$ cat config.mk
export PLATFORM = sky130hd
export DESIGN_NAME = dpg_top
export DESIGN_NICKNAME = d
export VERILOG_FILES = /design/src/hw/dpg_pkg.sv /design/src/hw/dpg_port_if.sv /design/src/hw/dpg_port.sv /design/src/hw/dpg_top.sv
export SDC_FILE = /design/constraint.sdc
export NUM_CORES = 1
export LEC_CHECK = 0
export BUFFER_PORTS_ARGS = -buffer_cell sky130_fd_sc_hd__buf_2
export CAP_MARGIN = 20
export CORE_ASPECT_RATIO = 1.2
export CORE_MARGIN = 2
export CORE_UTILIZATION = 35
export DETAILED_ROUTE_END_ITERATION = 10
export GPL_TIMING_DRIVEN = 0
export HOLD_SLACK_MARGIN = 0.1
export PLACE_DENSITY = 0.58
export SLEW_MARGIN = 20
export SYNTH_ARGS = -nofsm -noshare
export SYNTH_HDL_FRONTEND = slang
export SYNTH_SLANG_ARGS = --single-unit
export TNS_END_PERCENT = 5
$ cat constraint.sdc
create_clock -name core_clk -period 1.6 [get_ports core_clk]
set_input_delay 0 -clock core_clk [delete_from_list [all_inputs] [get_ports core_clk]]
set_output_delay 0 -clock core_clk [all_outputs]
set_load 0.02 [all_outputs]
$ cat src/hw/dpg_pkg.sv
// dpg_pkg: constants for the dual port gpio block
// assumes: avalon-mm register bus, 32-bit data, byte addressed words
package dpg_pkg;
    // ==========================================================
    // register indexes (byte address is four times the index)
    localparam logic [7:0] IDX_PB_IEN = 8'h0e;
    localparam logic [7:0] IDX_PA_DATA = 8'h10;
    localparam logic [7:0] IDX_PA_DIR = 8'h11;
    localparam logic [7:0] IDX_PA_PULL = 8'h12;
    localparam logic [7:0] IDX_PB_DATA = 8'h14;
    localparam logic [7:0] IDX_PB_DIR = 8'h15;
    localparam logic [7:0] IDX_PB_PULL = 8'h16;
    localparam logic [7:0] IDX_STATUS = 8'h18;
    localparam int ADDR_W = 10;
    // ==========================================================
    // reset values
    localparam logic [7:0] RST_PB_IEN = 8'hff;
    localparam logic [7:0] RST_DIR = 8'h00;
    localparam logic [7:0] RST_PULL = 8'h00;
    localparam logic [7:0] RST_DATA = 8'h00;
    localparam logic [31:0] RD_UNMAPPED = 32'h0000_0000;
    // ==========================================================
    // special pin positions
    localparam int PA_OD_PIN = 5;
    localparam int PB_INT0_PIN = 0;
    localparam int PB_INT7_PIN = 7;
    // bus slave states
    typedef enum logic [1:0] {DPG_IDLE, DPG_ACK, DPG_DONE} dpg_bus_st_t;
endpackage

$ cat src/hw/dpg_port_if.sv
// dpg_port_if: control and sample bundle between top and a port slice
// assumes: one clock domain, driven by dpg_top
`timescale 1ns/1ps
interface dpg_port_if;
    logic [7:0] out_latch;
    logic [7:0] dir;
    logic [7:0] pull;
    logic [7:0] ien;
    logic [7:0] pin_sync;
    logic [7:0] pin_in;
    logic [7:0] pin_oe_n;
    logic [7:0] pin_out;
    logic [7:0] pull_on;
    logic [7:0] din_gated;
    logic [7:0] rd_val;
    modport ctl (output out_latch, dir, pull, ien, pin_in,
                 input pin_sync, pin_oe_n, pin_out, pull_on, din_gated,
                 rd_val);
    modport port (input out_latch, dir, pull, ien, pin_in,
                  output pin_sync, pin_oe_n, pin_out, pull_on, din_gated,
                  rd_val);
endinterface

$ cat src/hw/dpg_port.sv
// dpg_port: one 8-pin port, sync, pad drive, pull and read mux
// assumes: pin inputs are asynchronous; controls come from dpg_top
`timescale 1ns/1ps
module dpg_port #(
    parameter bit OD_EN = 1'b0,
    parameter int OD_PIN = 0
) (
    input wire logic core_clk,
    input wire logic rst_n,
    dpg_port_if.port p
);
    import dpg_pkg::*;
    logic [7:0] s1_r, s1_nxt, s2_r, s2_nxt;
    // ==========================================================
    // two flip-flop synchroniser next values
    always_comb begin
        s1_nxt = p.pin_in;
        s2_nxt = s1_r;
    end
    always_ff @(posedge core_clk) begin
        if (!rst_n) begin
            s1_r <= RST_DATA;
            s2_r <= RST_DATA;
        end else begin
            s1_r <= s1_nxt;
            s2_r <= s2_nxt;
        end
    end
    // ==========================================================
    // per-pin drive, pull, digital input and read value
    genvar i;
    generate
        for (i = 0; i < 8; i++) begin : g_pin
            if (OD_EN && i == OD_PIN) begin : g_od
                // drive low only; data 1 leaves the pad tristated
                assign p.pin_oe_n[i] = ~(p.dir[i] & ~p.out_latch[i]);
                assign p.pin_out[i] = 1'b0;
                assign p.pull_on[i] = 1'b0;
            end else begin : g_pp
                assign p.pin_oe_n[i] = ~p.dir[i];
                assign p.pin_out[i] = p.out_latch[i];
                // pull acts only in input mode
                assign p.pull_on[i] = p.pull[i] & ~p.dir[i];
            end
            assign p.din_gated[i] = s2_r[i] & p.ien[i];
            // inputs read the pad, outputs read the latch
            assign p.rd_val[i] = p.dir[i] ? p.out_latch[i] : s2_r[i];
        end
    endgenerate
    assign p.pin_sync = s2_r;
endmodule

$ cat src/hw/dpg_top.sv
// dpg_top: two 8-bit gpio ports behind an avalon-mm slave
// assumes: synchronous active-low reset, pins asynchronous to core_clk
//
// How it works
// - port b input-enable bits gate digital input and wake per pin.
// - pins b1..b6 with input disabled never raise wake.
// - pin b7 with input disabled raises neither interrupt nor wake.
// - pin b0 enable bit gates its input, interrupt and wake together.
// - port a data register at index 0x10, read and write.
// - port a direction at 0x11, 1 output, reset zero.
// - pin a5 drives low only; output with data 1 is tristate.
// - port a pull-high at 0x12 acts only in input mode, reset zero.
// - pin a5 pull-high bit has no effect.
// - port b data register at index 0x14, read and write.
// - port b direction at 0x15, 1 output, reset zero.
// - port b pull-high at 0x16 enables pull per pin in input mode only, reset zero.
`timescale 1ns/1ps
module dpg_top (
    input wire logic core_clk,
    input wire logic rst_n,
    input wire logic [dpg_pkg::ADDR_W-1:0] avs_address,
    input wire logic avs_read,
    input wire logic avs_write,
    input wire logic [31:0] avs_writedata,
    input wire logic [3:0] avs_byteenable,
    output logic [31:0] avs_readdata,
    output logic avs_waitrequest,
    input wire logic [7:0] port_a_pin_in,
    output logic [7:0] port_a_pin_out,
    output logic [7:0] port_a_pin_oe_n,
    output logic [7:0] port_a_pull_on,
    input wire logic [7:0] port_b_pin_in,
    output logic [7:0] port_b_pin_out,
    output logic [7:0] port_b_pin_oe_n,
    output logic [7:0] port_b_pull_on,
    output logic [7:0] port_b_din,
    output logic port_b_pin0_irq,
    output logic port_b_pin7_irq,
    output logic wake_req
);
    import dpg_pkg::*;
    dpg_port_if pa_if ();
    dpg_port_if pb_if ();

    logic [7:0] pa_data_r, pa_data_nxt, pa_dir_r, pa_dir_nxt;
    logic [7:0] pa_pull_r, pa_pull_nxt;
    logic [7:0] pb_data_r, pb_data_nxt, pb_dir_r, pb_dir_nxt;
    logic [7:0] pb_pull_r, pb_pull_nxt, pb_ien_r, pb_ien_nxt;
    dpg_bus_st_t st_r, st_nxt;
    logic [31:0] rd_r, rd_nxt;
    logic [7:0] idx;
    logic wr_go, lane0;
    logic [7:0] pb_prev_r, pb_prev_nxt;
    logic [7:0] pa_prev_r, pa_prev_nxt;
    logic [7:0] pb_tog;
    logic [7:0] pa_tog;
    logic irq0_nxt, irq7_nxt, wake_nxt;
    logic irq0_r, irq7_r, wake_r;
    logic [7:0] pa_out_r, pa_oe_r, pa_pu_r, pb_out_r, pb_oe_r, pb_pu_r;
    logic [7:0] pb_din_r;

    // ==========================================================
    // port slices: a carries the drive-low-only pin
    dpg_port #(.OD_EN(1'b1), .OD_PIN(PA_OD_PIN)) u_pa (
        .core_clk(core_clk),
        .rst_n(rst_n),
        .p(pa_if.port)
    );
    dpg_port #(.OD_EN(1'b0), .OD_PIN(0)) u_pb (
        .core_clk(core_clk),
        .rst_n(rst_n),
        .p(pb_if.port)
    );
    // controls into the slices
    always_comb begin
        pa_if.out_latch = pa_data_r;
        pa_if.dir = pa_dir_r;
        pa_if.pull = pa_pull_r;
        pa_if.ien = 8'hff;
        pa_if.pin_in = port_a_pin_in;
        pb_if.out_latch = pb_data_r;
        pb_if.dir = pb_dir_r;
        pb_if.pull = pb_pull_r;
        pb_if.ien = pb_ien_r;
        pb_if.pin_in = port_b_pin_in;
    end

    // ==========================================================
    // avalon slave: one wait cycle, read latched at the take edge, write at the ack edge
    assign idx = avs_address[ADDR_W-1:2];
    assign lane0 = avs_byteenable[0];
    always_comb begin
        st_nxt = st_r;
        rd_nxt = rd_r;
        wr_go = 1'b0;
        case (st_r)
            DPG_IDLE: begin
                if (avs_read || avs_write) begin
                    st_nxt = DPG_ACK;
                end
                // read data is latched on the take edge so that it
                // already stands while waitrequest is low
                if (avs_read) begin
                    rd_nxt = RD_UNMAPPED;
                    case (idx)
                        IDX_PA_DATA: rd_nxt[7:0] = pa_if.rd_val;
                        IDX_PA_DIR: rd_nxt[7:0] = pa_dir_r;
                        IDX_PA_PULL: rd_nxt[7:0] = pa_pull_r;
                        IDX_PB_DATA: rd_nxt[7:0] = pb_if.rd_val;
                        IDX_PB_DIR: rd_nxt[7:0] = pb_dir_r;
                        IDX_PB_PULL: rd_nxt[7:0] = pb_pull_r;
                        IDX_STATUS: rd_nxt[7:0] = pb_if.din_gated;
                        default: rd_nxt = RD_UNMAPPED;
                    endcase
                end
            end
            DPG_ACK: begin
                wr_go = avs_write;
                st_nxt = DPG_DONE;
            end
            DPG_DONE: st_nxt = DPG_IDLE;
            default: st_nxt = DPG_IDLE;
        endcase
    end
    always_ff @(posedge core_clk) begin
        if (!rst_n) begin
            st_r <= DPG_IDLE;
            rd_r <= RD_UNMAPPED;
            avs_waitrequest <= 1'b1;
        end else begin
            st_r <= st_nxt;
            rd_r <= rd_nxt;
            avs_waitrequest <= ~(st_nxt == DPG_ACK);
        end
    end
    assign avs_readdata = rd_r;

    // ==========================================================
    // register writes, byte lane 0 only
    always_comb begin
        pa_data_nxt = pa_data_r;
        pa_dir_nxt = pa_dir_r;
        pa_pull_nxt = pa_pull_r;
        pb_data_nxt = pb_data_r;
        pb_dir_nxt = pb_dir_r;
        pb_pull_nxt = pb_pull_r;
        pb_ien_nxt = pb_ien_r;
        if (wr_go && lane0) begin
            case (idx)
                IDX_PB_IEN: pb_ien_nxt = avs_writedata[7:0];
                IDX_PA_DATA: pa_data_nxt = avs_writedata[7:0];
                IDX_PA_DIR: pa_dir_nxt = avs_writedata[7:0];
                IDX_PA_PULL: pa_pull_nxt = avs_writedata[7:0];
                IDX_PB_DATA: pb_data_nxt = avs_writedata[7:0];
                IDX_PB_DIR: pb_dir_nxt = avs_writedata[7:0];
                IDX_PB_PULL: pb_pull_nxt = avs_writedata[7:0];
                default: pb_ien_nxt = pb_ien_r;
            endcase
        end
    end
    always_ff @(posedge core_clk) begin
        if (!rst_n) begin
            pa_data_r <= RST_DATA;
            pa_dir_r <= RST_DIR;
            pa_pull_r <= RST_PULL;
            pb_data_r <= RST_DATA;
            pb_dir_r <= RST_DIR;
            pb_pull_r <= RST_PULL;
            pb_ien_r <= RST_PB_IEN;
        end else begin
            pa_data_r <= pa_data_nxt;
            pa_dir_r <= pa_dir_nxt;
            pa_pull_r <= pa_pull_nxt;
            pb_data_r <= pb_data_nxt;
            pb_dir_r <= pb_dir_nxt;
            pb_pull_r <= pb_pull_nxt;
            pb_ien_r <= pb_ien_nxt;
        end
    end

    // ==========================================================
    // toggle detect on gated inputs for wake and interrupt
    always_comb begin
        pb_prev_nxt = pb_if.din_gated;
        pa_prev_nxt = pa_if.pin_sync;
        pb_tog = pb_if.din_gated ^ pb_prev_r;
        pa_tog = pa_if.pin_sync ^ pa_prev_r;
        irq0_nxt = pb_tog[PB_INT0_PIN] & pb_ien_r[PB_INT0_PIN];
        irq7_nxt = pb_tog[PB_INT7_PIN] & pb_ien_r[PB_INT7_PIN];
        // disabled pins of port b cannot wake
        wake_nxt = |(pb_tog & pb_ien_r) | (|pa_tog);
    end
    always_ff @(posedge core_clk) begin
        if (!rst_n) begin
            pb_prev_r <= RST_DATA;
            pa_prev_r <= RST_DATA;
            irq0_r <= 1'b0;
            irq7_r <= 1'b0;
            wake_r <= 1'b0;
        end else begin
            pb_prev_r <= pb_prev_nxt;
            pa_prev_r <= pa_prev_nxt;
            irq0_r <= irq0_nxt;
            irq7_r <= irq7_nxt;
            wake_r <= wake_nxt;
        end
    end

    // ==========================================================
    // registered pad outputs
    always_ff @(posedge core_clk) begin
        if (!rst_n) begin
            pa_out_r <= 8'h00;
            pa_oe_r <= 8'hff;
            pa_pu_r <= 8'h00;
            pb_out_r <= 8'h00;
            pb_oe_r <= 8'hff;
            pb_pu_r <= 8'h00;
            pb_din_r <= 8'h00;
        end else begin
            pa_out_r <= pa_if.pin_out;
            pa_oe_r <= pa_if.pin_oe_n;
            pa_pu_r <= pa_if.pull_on;
            pb_out_r <= pb_if.pin_out;
            pb_oe_r <= pb_if.pin_oe_n;
            pb_pu_r <= pb_if.pull_on;
            pb_din_r <= pb_if.din_gated;
        end
    end
    assign port_a_pin_out = pa_out_r;
    assign port_a_pin_oe_n = pa_oe_r;
    assign port_a_pull_on = pa_pu_r;
    assign port_b_pin_out = pb_out_r;
    assign port_b_pin_oe_n = pb_oe_r;
    assign port_b_pull_on = pb_pu_r;
    assign port_b_din = pb_din_r;
    assign port_b_pin0_irq = irq0_r;
    assign port_b_pin7_irq = irq7_r;
    assign wake_req = wake_r;

    // ==========================================================
    // checks
    a_pa5_no_high: assert property (@(posedge core_clk) disable iff (!rst_n)
        !port_a_pin_oe_n[5] |-> !port_a_pin_out[5])
        else $error("pin a5 driven high");
    a_pa5_tristate: assert property (@(posedge core_clk) disable iff (!rst_n)
        (pa_dir_r[5] && pa_data_r[5]) |=> port_a_pin_oe_n[5])
        else $error("pin a5 not tristate on data one");
    a_pa5_no_pull: assert property (@(posedge core_clk) disable iff (!rst_n)
        !port_a_pull_on[5])
        else $error("pin a5 pull active");
    a_pa_pull_in: assert property (@(posedge core_clk) disable iff (!rst_n)
        $past(pa_dir_r[0]) |-> !port_a_pull_on[0])
        else $error("pull active in output mode");
    a_pb_pull_on: assert property (@(posedge core_clk) disable iff (!rst_n)
        (pb_pull_r[2] && !pb_dir_r[2]) |=> port_b_pull_on[2])
        else $error("port b pull missing");
    a_b0_irq_gate: assert property (@(posedge core_clk) disable iff (!rst_n)
        !pb_ien_r[0] |=> !port_b_pin0_irq)
        else $error("pin b0 interrupt while disabled");
    a_b7_irq_gate: assert property (@(posedge core_clk) disable iff (!rst_n)
        !pb_ien_r[7] |=> !port_b_pin7_irq)
        else $error("pin b7 interrupt while disabled");
    a_pb_din_gate: assert property (@(posedge core_clk) disable iff (!rst_n)
        !pb_ien_r[3] |=> !port_b_din[3])
        else $error("disabled input seen");
    a_pb_dir_out: assert property (@(posedge core_clk) disable iff (!rst_n)
        pb_dir_r[1] |=> (!port_b_pin_oe_n[1]
            && port_b_pin_out[1] == $past(pb_data_r[1])))
        else $error("port b output not driven");
    a_ack_one: assert property (@(posedge core_clk) disable iff (!rst_n)
        !avs_waitrequest |=> avs_waitrequest)
        else $error("waitrequest low two cycles");
    a_rd_upper_zero: assert property (
        @(posedge core_clk) disable iff (!rst_n)
        !avs_waitrequest |-> avs_readdata[31:8] == 24'h00_0000)
        else $error("read data upper bits set");
    // input mode releases the pad, pull follows input mode
    a_pa_dir_in: assert property (
        @(posedge core_clk) disable iff (!rst_n)
        !pa_dir_r[0] |=> port_a_pin_oe_n[0])
        else $error("port a input pin driven");
    a_pb_dir_in: assert property (
        @(posedge core_clk) disable iff (!rst_n)
        !pb_dir_r[6] |=> port_b_pin_oe_n[6])
        else $error("port b input pin driven");
    a_pa_pull_on: assert property (
        @(posedge core_clk) disable iff (!rst_n)
        (pa_pull_r[0] && !pa_dir_r[0]) |=> port_a_pull_on[0])
        else $error("port a pull missing");
    // enabled inputs pass, disabled inputs stay quiet
    a_pb_din_pass: assert property (
        @(posedge core_clk) disable iff (!rst_n)
        pb_ien_r[4] |=> port_b_din[4] == $past(pb_if.pin_sync[4]))
        else $error("enabled input not passed");
    a_wake_gate: assert property (
        @(posedge core_clk) disable iff (!rst_n)
        (pb_ien_r == 8'h00 && pa_tog == 8'h00) |=> !wake_req)
        else $error("wake from disabled pins");
    a_b0_irq_edge: assert property (
        @(posedge core_clk) disable iff (!rst_n)
        (pb_ien_r[0] && $past(pb_ien_r[0])
            && pb_if.pin_sync[0] != $past(pb_if.pin_sync[0]))
            |=> port_b_pin0_irq)
        else $error("pin b0 edge without interrupt");
    a_b7_irq_edge: assert property (
        @(posedge core_clk) disable iff (!rst_n)
        (pb_ien_r[7] && $past(pb_ien_r[7])
            && pb_if.pin_sync[7] != $past(pb_if.pin_sync[7]))
            |=> port_b_pin7_irq)
        else $error("pin b7 edge without interrupt");
endmodule

Word-level counts from Yosys, hierarchy flattened
Index checks and enable logic that the tools add are counted.
{"block": "word_totals", "output_inout_bits": 92, "register_bits": 166}
{"block": "op_classes", "n_eq_ne": 10, "n_bitwise": 48, "mux": 20, "reduce_logical": 13}
{"operator": "$eq A8 B5 Y1 const B", "count": 7}
{"operator": "$pmux W8 S7", "count": 1}
{"operator": "$and A1 B1 Y1", "count": 26}
{"operator": "$not A1 Y1", "count": 18}
{"operator": "$mux W1", "count": 17}
{"operator": "$reduce_and A2 Y1", "count": 8}
{"operator": "$reduce_or A8 Y1", "count": 2}
{"operator": "$xor A8 B8 Y8", "count": 2}
{"operator": "$and A8 B8 Y8", "count": 1}
{"operator": "$eq A8 B4 Y1 const B", "count": 1}
{"operator": "$eq A2 B1 Y1 const B", "count": 2}
{"operator": "$pmux W2 S2", "count": 1}
{"operator": "$logic_not A2 Y1", "count": 1}
{"operator": "$mux W2", "count": 1}
{"operator": "$logic_and A1 B1 Y1", "count": 1}
{"operator": "$logic_or A1 B1 Y1", "count": 1}
{"operator": "$or A1 B1 Y1", "count": 1}

Logic depth before layout (Yosys ltp)
{"block": "depth", "depth_word": 5, "depth_mapped": 7}

Hierarchy
Synthesis repeated with hierarchy kept, for this count alone.
{"block": "unflattened", "hier_cells": 690, "hier_area_um2": 6685.2}
{"module": "dpg_top", "area_each_um2": 5223.8, "instances": 1, "cells_per_inst": 543}
{"module": "dpg_port at u_pa", "area_each_um2": 734.5, "instances": 1, "cells_per_inst": 74}
{"module": "dpg_port at u_pb", "area_each_um2": 726.9, "instances": 1, "cells_per_inst": 73}

Worst setup path after synthesis
Ideal clock, no wire load.
{"block": "synth_timing", "path_type": "input-to-reg", "from": "in avs_address[4] (netlist name)", "to": "reg pa_dir_r[0]", "path_buffers": 1, "arrival_ns": 1.423, "stages": 6, "setup_slack_ns": 0.060, "cell_sequence": "clkbuf_1 -> or4b_4 -> nor2_4 -> nand3_2 -> mux2i_1 -> nor2b_1"}
{"block": "synth_via", "elab_chain_len": 2}
{"element": "start: declaration", "line_no": "dpg_top.sv:21", "source": "input wire logic [dpg_pkg::ADDR_W-1:0] avs_address,"}
{"element": "$eq A8 B5 Y1", "line_no": "dpg_top.sv:149", "source": "case (idx)"}
{"element": "$reduce_and A2 Y1 (no line)"}
{"element": "end signal: assignment", "line_no": "dpg_top.sv:172", "source": "pa_dir_r <= pa_dir_nxt;"}
{"element": "end: declaration", "line_no": "dpg_top.sv:45", "source": "logic [7:0] pa_data_r, pa_data_nxt, pa_dir_r, pa_dir_nxt;"}
No other way between the ends.
A chain may end at the register's enable or synchronous reset.

Final worst setup path
{"block": "layout_timing", "from": "reg pb_dir_r[6]", "to": "reg rd_r[6] (netlist: avs_readdata[6])"}
{"block": "layout_via", "elab_chain_len": 2}
{"element": "start: declaration", "line_no": "dpg_top.sv:47", "source": "logic [7:0] pb_data_r, pb_data_nxt, pb_dir_r, pb_dir_nxt;"}
{"element": "start signal: assignment", "line_no": "dpg_top.sv:175", "source": "pb_dir_r <= pb_dir_nxt;"}
{"element": "$mux W1", "line_no": "dpg_port.sv:47", "source": "assign p.rd_val[i] = p.dir[i] ? p.out_latch[i] : s2_r[i];"}
{"element": "$pmux W8 S7 (*)", "line_no": "dpg_top.sv:105", "source": "case (idx)"}
{"element": "end signal: assignment", "line_no": "dpg_top.sv:132", "source": "rd_r <= rd_nxt;"}
{"element": "end: declaration", "line_no": "dpg_top.sv:50", "source": "logic [31:0] rd_r, rd_nxt;"}
Every way passes the cells marked *; elsewhere a longest branch is shown, timed or not.

==> flow_metrics.py <==
metrics = {
    "run_status": {
        "status": "completed",
    },
    "worst_hold_path": {
        "hp-start": "avs_address[9]",
        "whs_path_depth": 4,
        "hold_end": "avs_readdata[4]",
        "hp-class": "in -> reg",
    },
    "logic_synthesis": {
        "synth_compound_area_frac": 0.0967,
        "syn_avg_cell_area_um2": 9.82,
        "yosysSeqAreaShare": 0.523,
        "netlist_area_um2": 6270,
        "synth_mux_area_frac": 0.0736,
        "yosys.area_share.simple": 0.229,
        "synthFlopType": "dfxtp_1",
        "synth_adder_area_share": 0,
        "syn_inst": 639,
        "ys_ff_latch": 164,
        "synth_edf_count": 0,
        "synth_top_family_by_area": "simple AND/OR/NAND/NOR gates",
        "yosysTopAreaCell": "dfxtp_1",
        "ys_top_cells_by_area": "dfxtp_1, mux2i_1, and2_1",
        "yosysTopAreaCellShare": 0.523,
        "synth.most_common_cell": "dfxtp_1",
        "synth_common_cells": "dfxtp_1, nand2_1, and2_1",
        "synth-xor-area-share": 0.0223,
        "async_flop_share": 0,
        "yosysWarningCount": 0,
        "yosysUniqueCellTypes": 53,
    },
    "timing": {
        "worstMarginPinSlew_ns": 0.831,
        "fin_crit_sh": 0.975,
        "slew_headroom": 0.438,
        "fmax_mhz": 641,
        "finClkSkew_ns": 0.0111,
        "finalMaxSlewViolations": 0,
        "holdWs_ns": 0.0692,
        "hold_viol": 0,
        "setup_violations": 0,
        "worst_slack_ns": 0.0404,
        "min_period_ns": 1.56,
        "tns_ns": 0,
        "rsz0062_at_grt": "yes",
    },
    "die": {
        "chipHeight_um": 151,
        "dieArea_um2": 19000,
        "die_w_um": 126,
        "core_um2": 17600,
        "ioPinCount": 158,
        "initial_core_util": 0.357,
        "rows": 53,
    },
    "layout": {
        "nNetsFinal": 880,
        "final_cells": 1047,
        "drive_above_1_share": 0.230,
        "num-fill-cells": 1694,
        "final_area_um2": 8120,
        "syn2layout_area_growth_pct": 29.4,
        "antennaDiodeCount": 0,
        "finalCoreUtilization": 0.462,
    },
    "drt": {
        "wl_per_cell_um": 17.3,
        "wl_um": 18100,
        "ant_nets": 0,
        "drt-initial-drc-count": 243,
        "firstDrtPassIters": 4,
        "avgViaCountPerCell": 4.80,
        "vias": 5025,
        "drcViolationCount": 0,
    },
    "power": {
        "switchingPower_mw": 2.14,
        "comb_power_share": 0.066,
        "clkPwrFrac": 0.457,
        "p_sw_frac": 0.245,
        "power_frac_seq": 0.477,
        "power.internal_mw": 6.62,
        "p_total_mw": 8.76,
        "leakagePower_nw": 3.50,
        "p_per_area_nw_per_um2": 1080,
        "irDropWorstVdd_mv": 0.795,
    },
    "critical_path": {
        "crit_type": "reg -> reg",
        "reg2reg_from": "pb_dir_r[6]",
        "ff2ff_setup_slack_ns": 0.04,
        "crit_required_ns": 1.91,
        "crit_buf_inv": 0,
        "cp_slowest_cell": "dfxtp_2",
        "worstPathCellList": "mux2_2, a22oi_1, nor2_1, a211oi_1, o21ai_0",
        "crit_path_end_kind": "register",
        "cp.depth": 5,
        "slowest_delay_ns": 0.42,
        "r2r_end": "avs_readdata[6]",
        "r2r_cells": 5,
        "cp-start-kind": "register",
        "critPathArrivalTime_ns": 1.87,
        "cp_max_fo": 5,
        "cp_top_family": "compound AO/OA/AOI/OAI gates",
    },
    "clock_tree": {
        "clk_path_buf_depth": 2,
        "path_clk_slew_ns": 0.07,
        "cts_max_level": 4,
        "insertion_delay_ns": 0.43,
        "cts_tree": "yes",
        "cts_buffers": 17,
        "cts_sinks": 164,
        "cts_root_buffer": "clkbuf_16",
    },
    "grt": {
        "overflow": 0,
        "grt_pass1_wl_um": 27300,
        "grt_usage": 0.194,
        "antenna_found_initial": 0,
        "grt_max_degree": 17,
        "grt_pass1_vias": 4762,
    },
    "place": {
        "dp_slack_ns": -0.381,
        "post-dp-hpwl_um": 13000,
        "place_area_um2": 7150,
        "gp_congestion": 0.934,
        "port_buffers": 101,
        "dp.cells": 985,
    },
    "run": {
        "drv_cap": 0,
    },
}
==> power groups by stage <==
stage	clock network [mW]	registers, mW	logic, mW
6_report	4.01	4.18	0.579
5_1_grt	4.29	4.18	0.625
4_1_cts	4.11	4.17	0.568
3_5_place_dp	0	4.27	0.510
3_3_place_gp	0	4.27	0.510
2_1_floorplan	0	4.27	0.317
==> cell type report <==
type                       instances  area, um2  share of cell area
buffer                            56        320              0.0395
clock buffer                      18        439              0.0541
clock inverter                    14        141              0.0174
inverter                           4       15.0             0.00185
multi-input combinational        438       2790               0.344
sequential                       164       3300               0.406
tap                              220        275              0.0339
timing repair buffer             133        837               0.103
==> worst register-to-register path, cell delays in order (launching register included) <==
cell,delay (ns)
dfxtp_2,0.42
mux2_2,0.36
a22oi_1,0.15
nor2_1,0.06
a211oi_1,0.33
o21ai_0,0.11
==> kinds of logic (layout without fill, tap and decap cells) <==
group / count (synthesis) / after routing
AND/OR/NAND/NOR: 264 / 264
flip-flops: 164 / 164
AO/OA/AOI/OAI: 86 / 86
buffers and inverters: 62 / 225
multiplexers: 46 / 46
XOR/XNOR: 16 / 16
other: 1 / 26
==> worst max-delay path by stage <==
stage / from / end / slack [ns]
after floorplan: avs_address[4] / pa_dir_r[0] / 0.06
after global placement: avs_address[4] / pb_if.pull[5] / -0.42
after detailed placement: st_r[1] / pb_if.pull[0] / -0.38
after CTS: st_r[1] / pa_data_r[7] / -0.02
after global routing: st_r[1] / pb_dir_r[1] / -0.03
final: pb_dir_r[6] / avs_readdata[6] / 0.04
==> cells in the final DEF, fill, tap and decap left out, types with 3 or more instances in the layout <==
cell             n
nand3_1         27
nor3_1           4
dlygate4sd3_1   30
xnor2_1          8
nand4_1          3
conb_1          26
dfxtp_1        156
buf_2          105
dfxtp_2          7
o22ai_1          5
nor2b_1         18
a21boi_0        30
clkinv_4         4
nand2b_1         6
a21oi_1          8
clkbuf_16       17
and2_1          55
mux2i_1         44
buf_4           27
inv_6            5
inv_1            4
xor2_1           8
o211ai_1         3
nor2_1          22
nand2_1         81
clkbuf_1        23
and3b_1         14
and3_1          11
a22oi_1          7
a32o_1           3
a21boi_1         3
o21ai_0         14
==> metal layers <==
metal	global-route usage	share of wire	wire, um	up-vias
met1	0.240	0.44	8040	2357
li1	-	-	-	2480
met2	0.333	0.49	8820	158
met4	0.0725	0.021	379	0
met3	0.0405	0.047	851	30
met5	0	0	0	-
==> registers in the layout, indices dropped and copies added, names as in the netlist, 2 cells and up <==
name,count
port_b_din,8
port_a_pin_oe_n,8
pa_prev_r,8
pa_if.pull,8
pb_data_r,8
port_b_pull_on,8
pb_if.pull,8
port_b_pin_oe_n,8
pb_dir_r,8
st_r,2
pa_dir_r,8
pa_data_r,8
port_a_pin_out,7
pb_ien_r,8
u_pb.p.pin_sync,8
u_pb.s1_r,8
u_pa.p.pin_sync,8
avs_readdata,8
port_a_pull_on,7
u_pa.s1_r,8
port_b_pin_out,8
==> what timing repair did <==
action | 4_1_cts | 5_1_grt
setup buffers | 1 | 1
resized for setup | 10 | 18
endpoints found under the setup margin | 60 | 58
hold buffers | 29 | 1
pin swaps | 0 | 3
endpoints found under the hold margin | 77 | 1
Note: power is estimated with default switching activity, not from simulation.
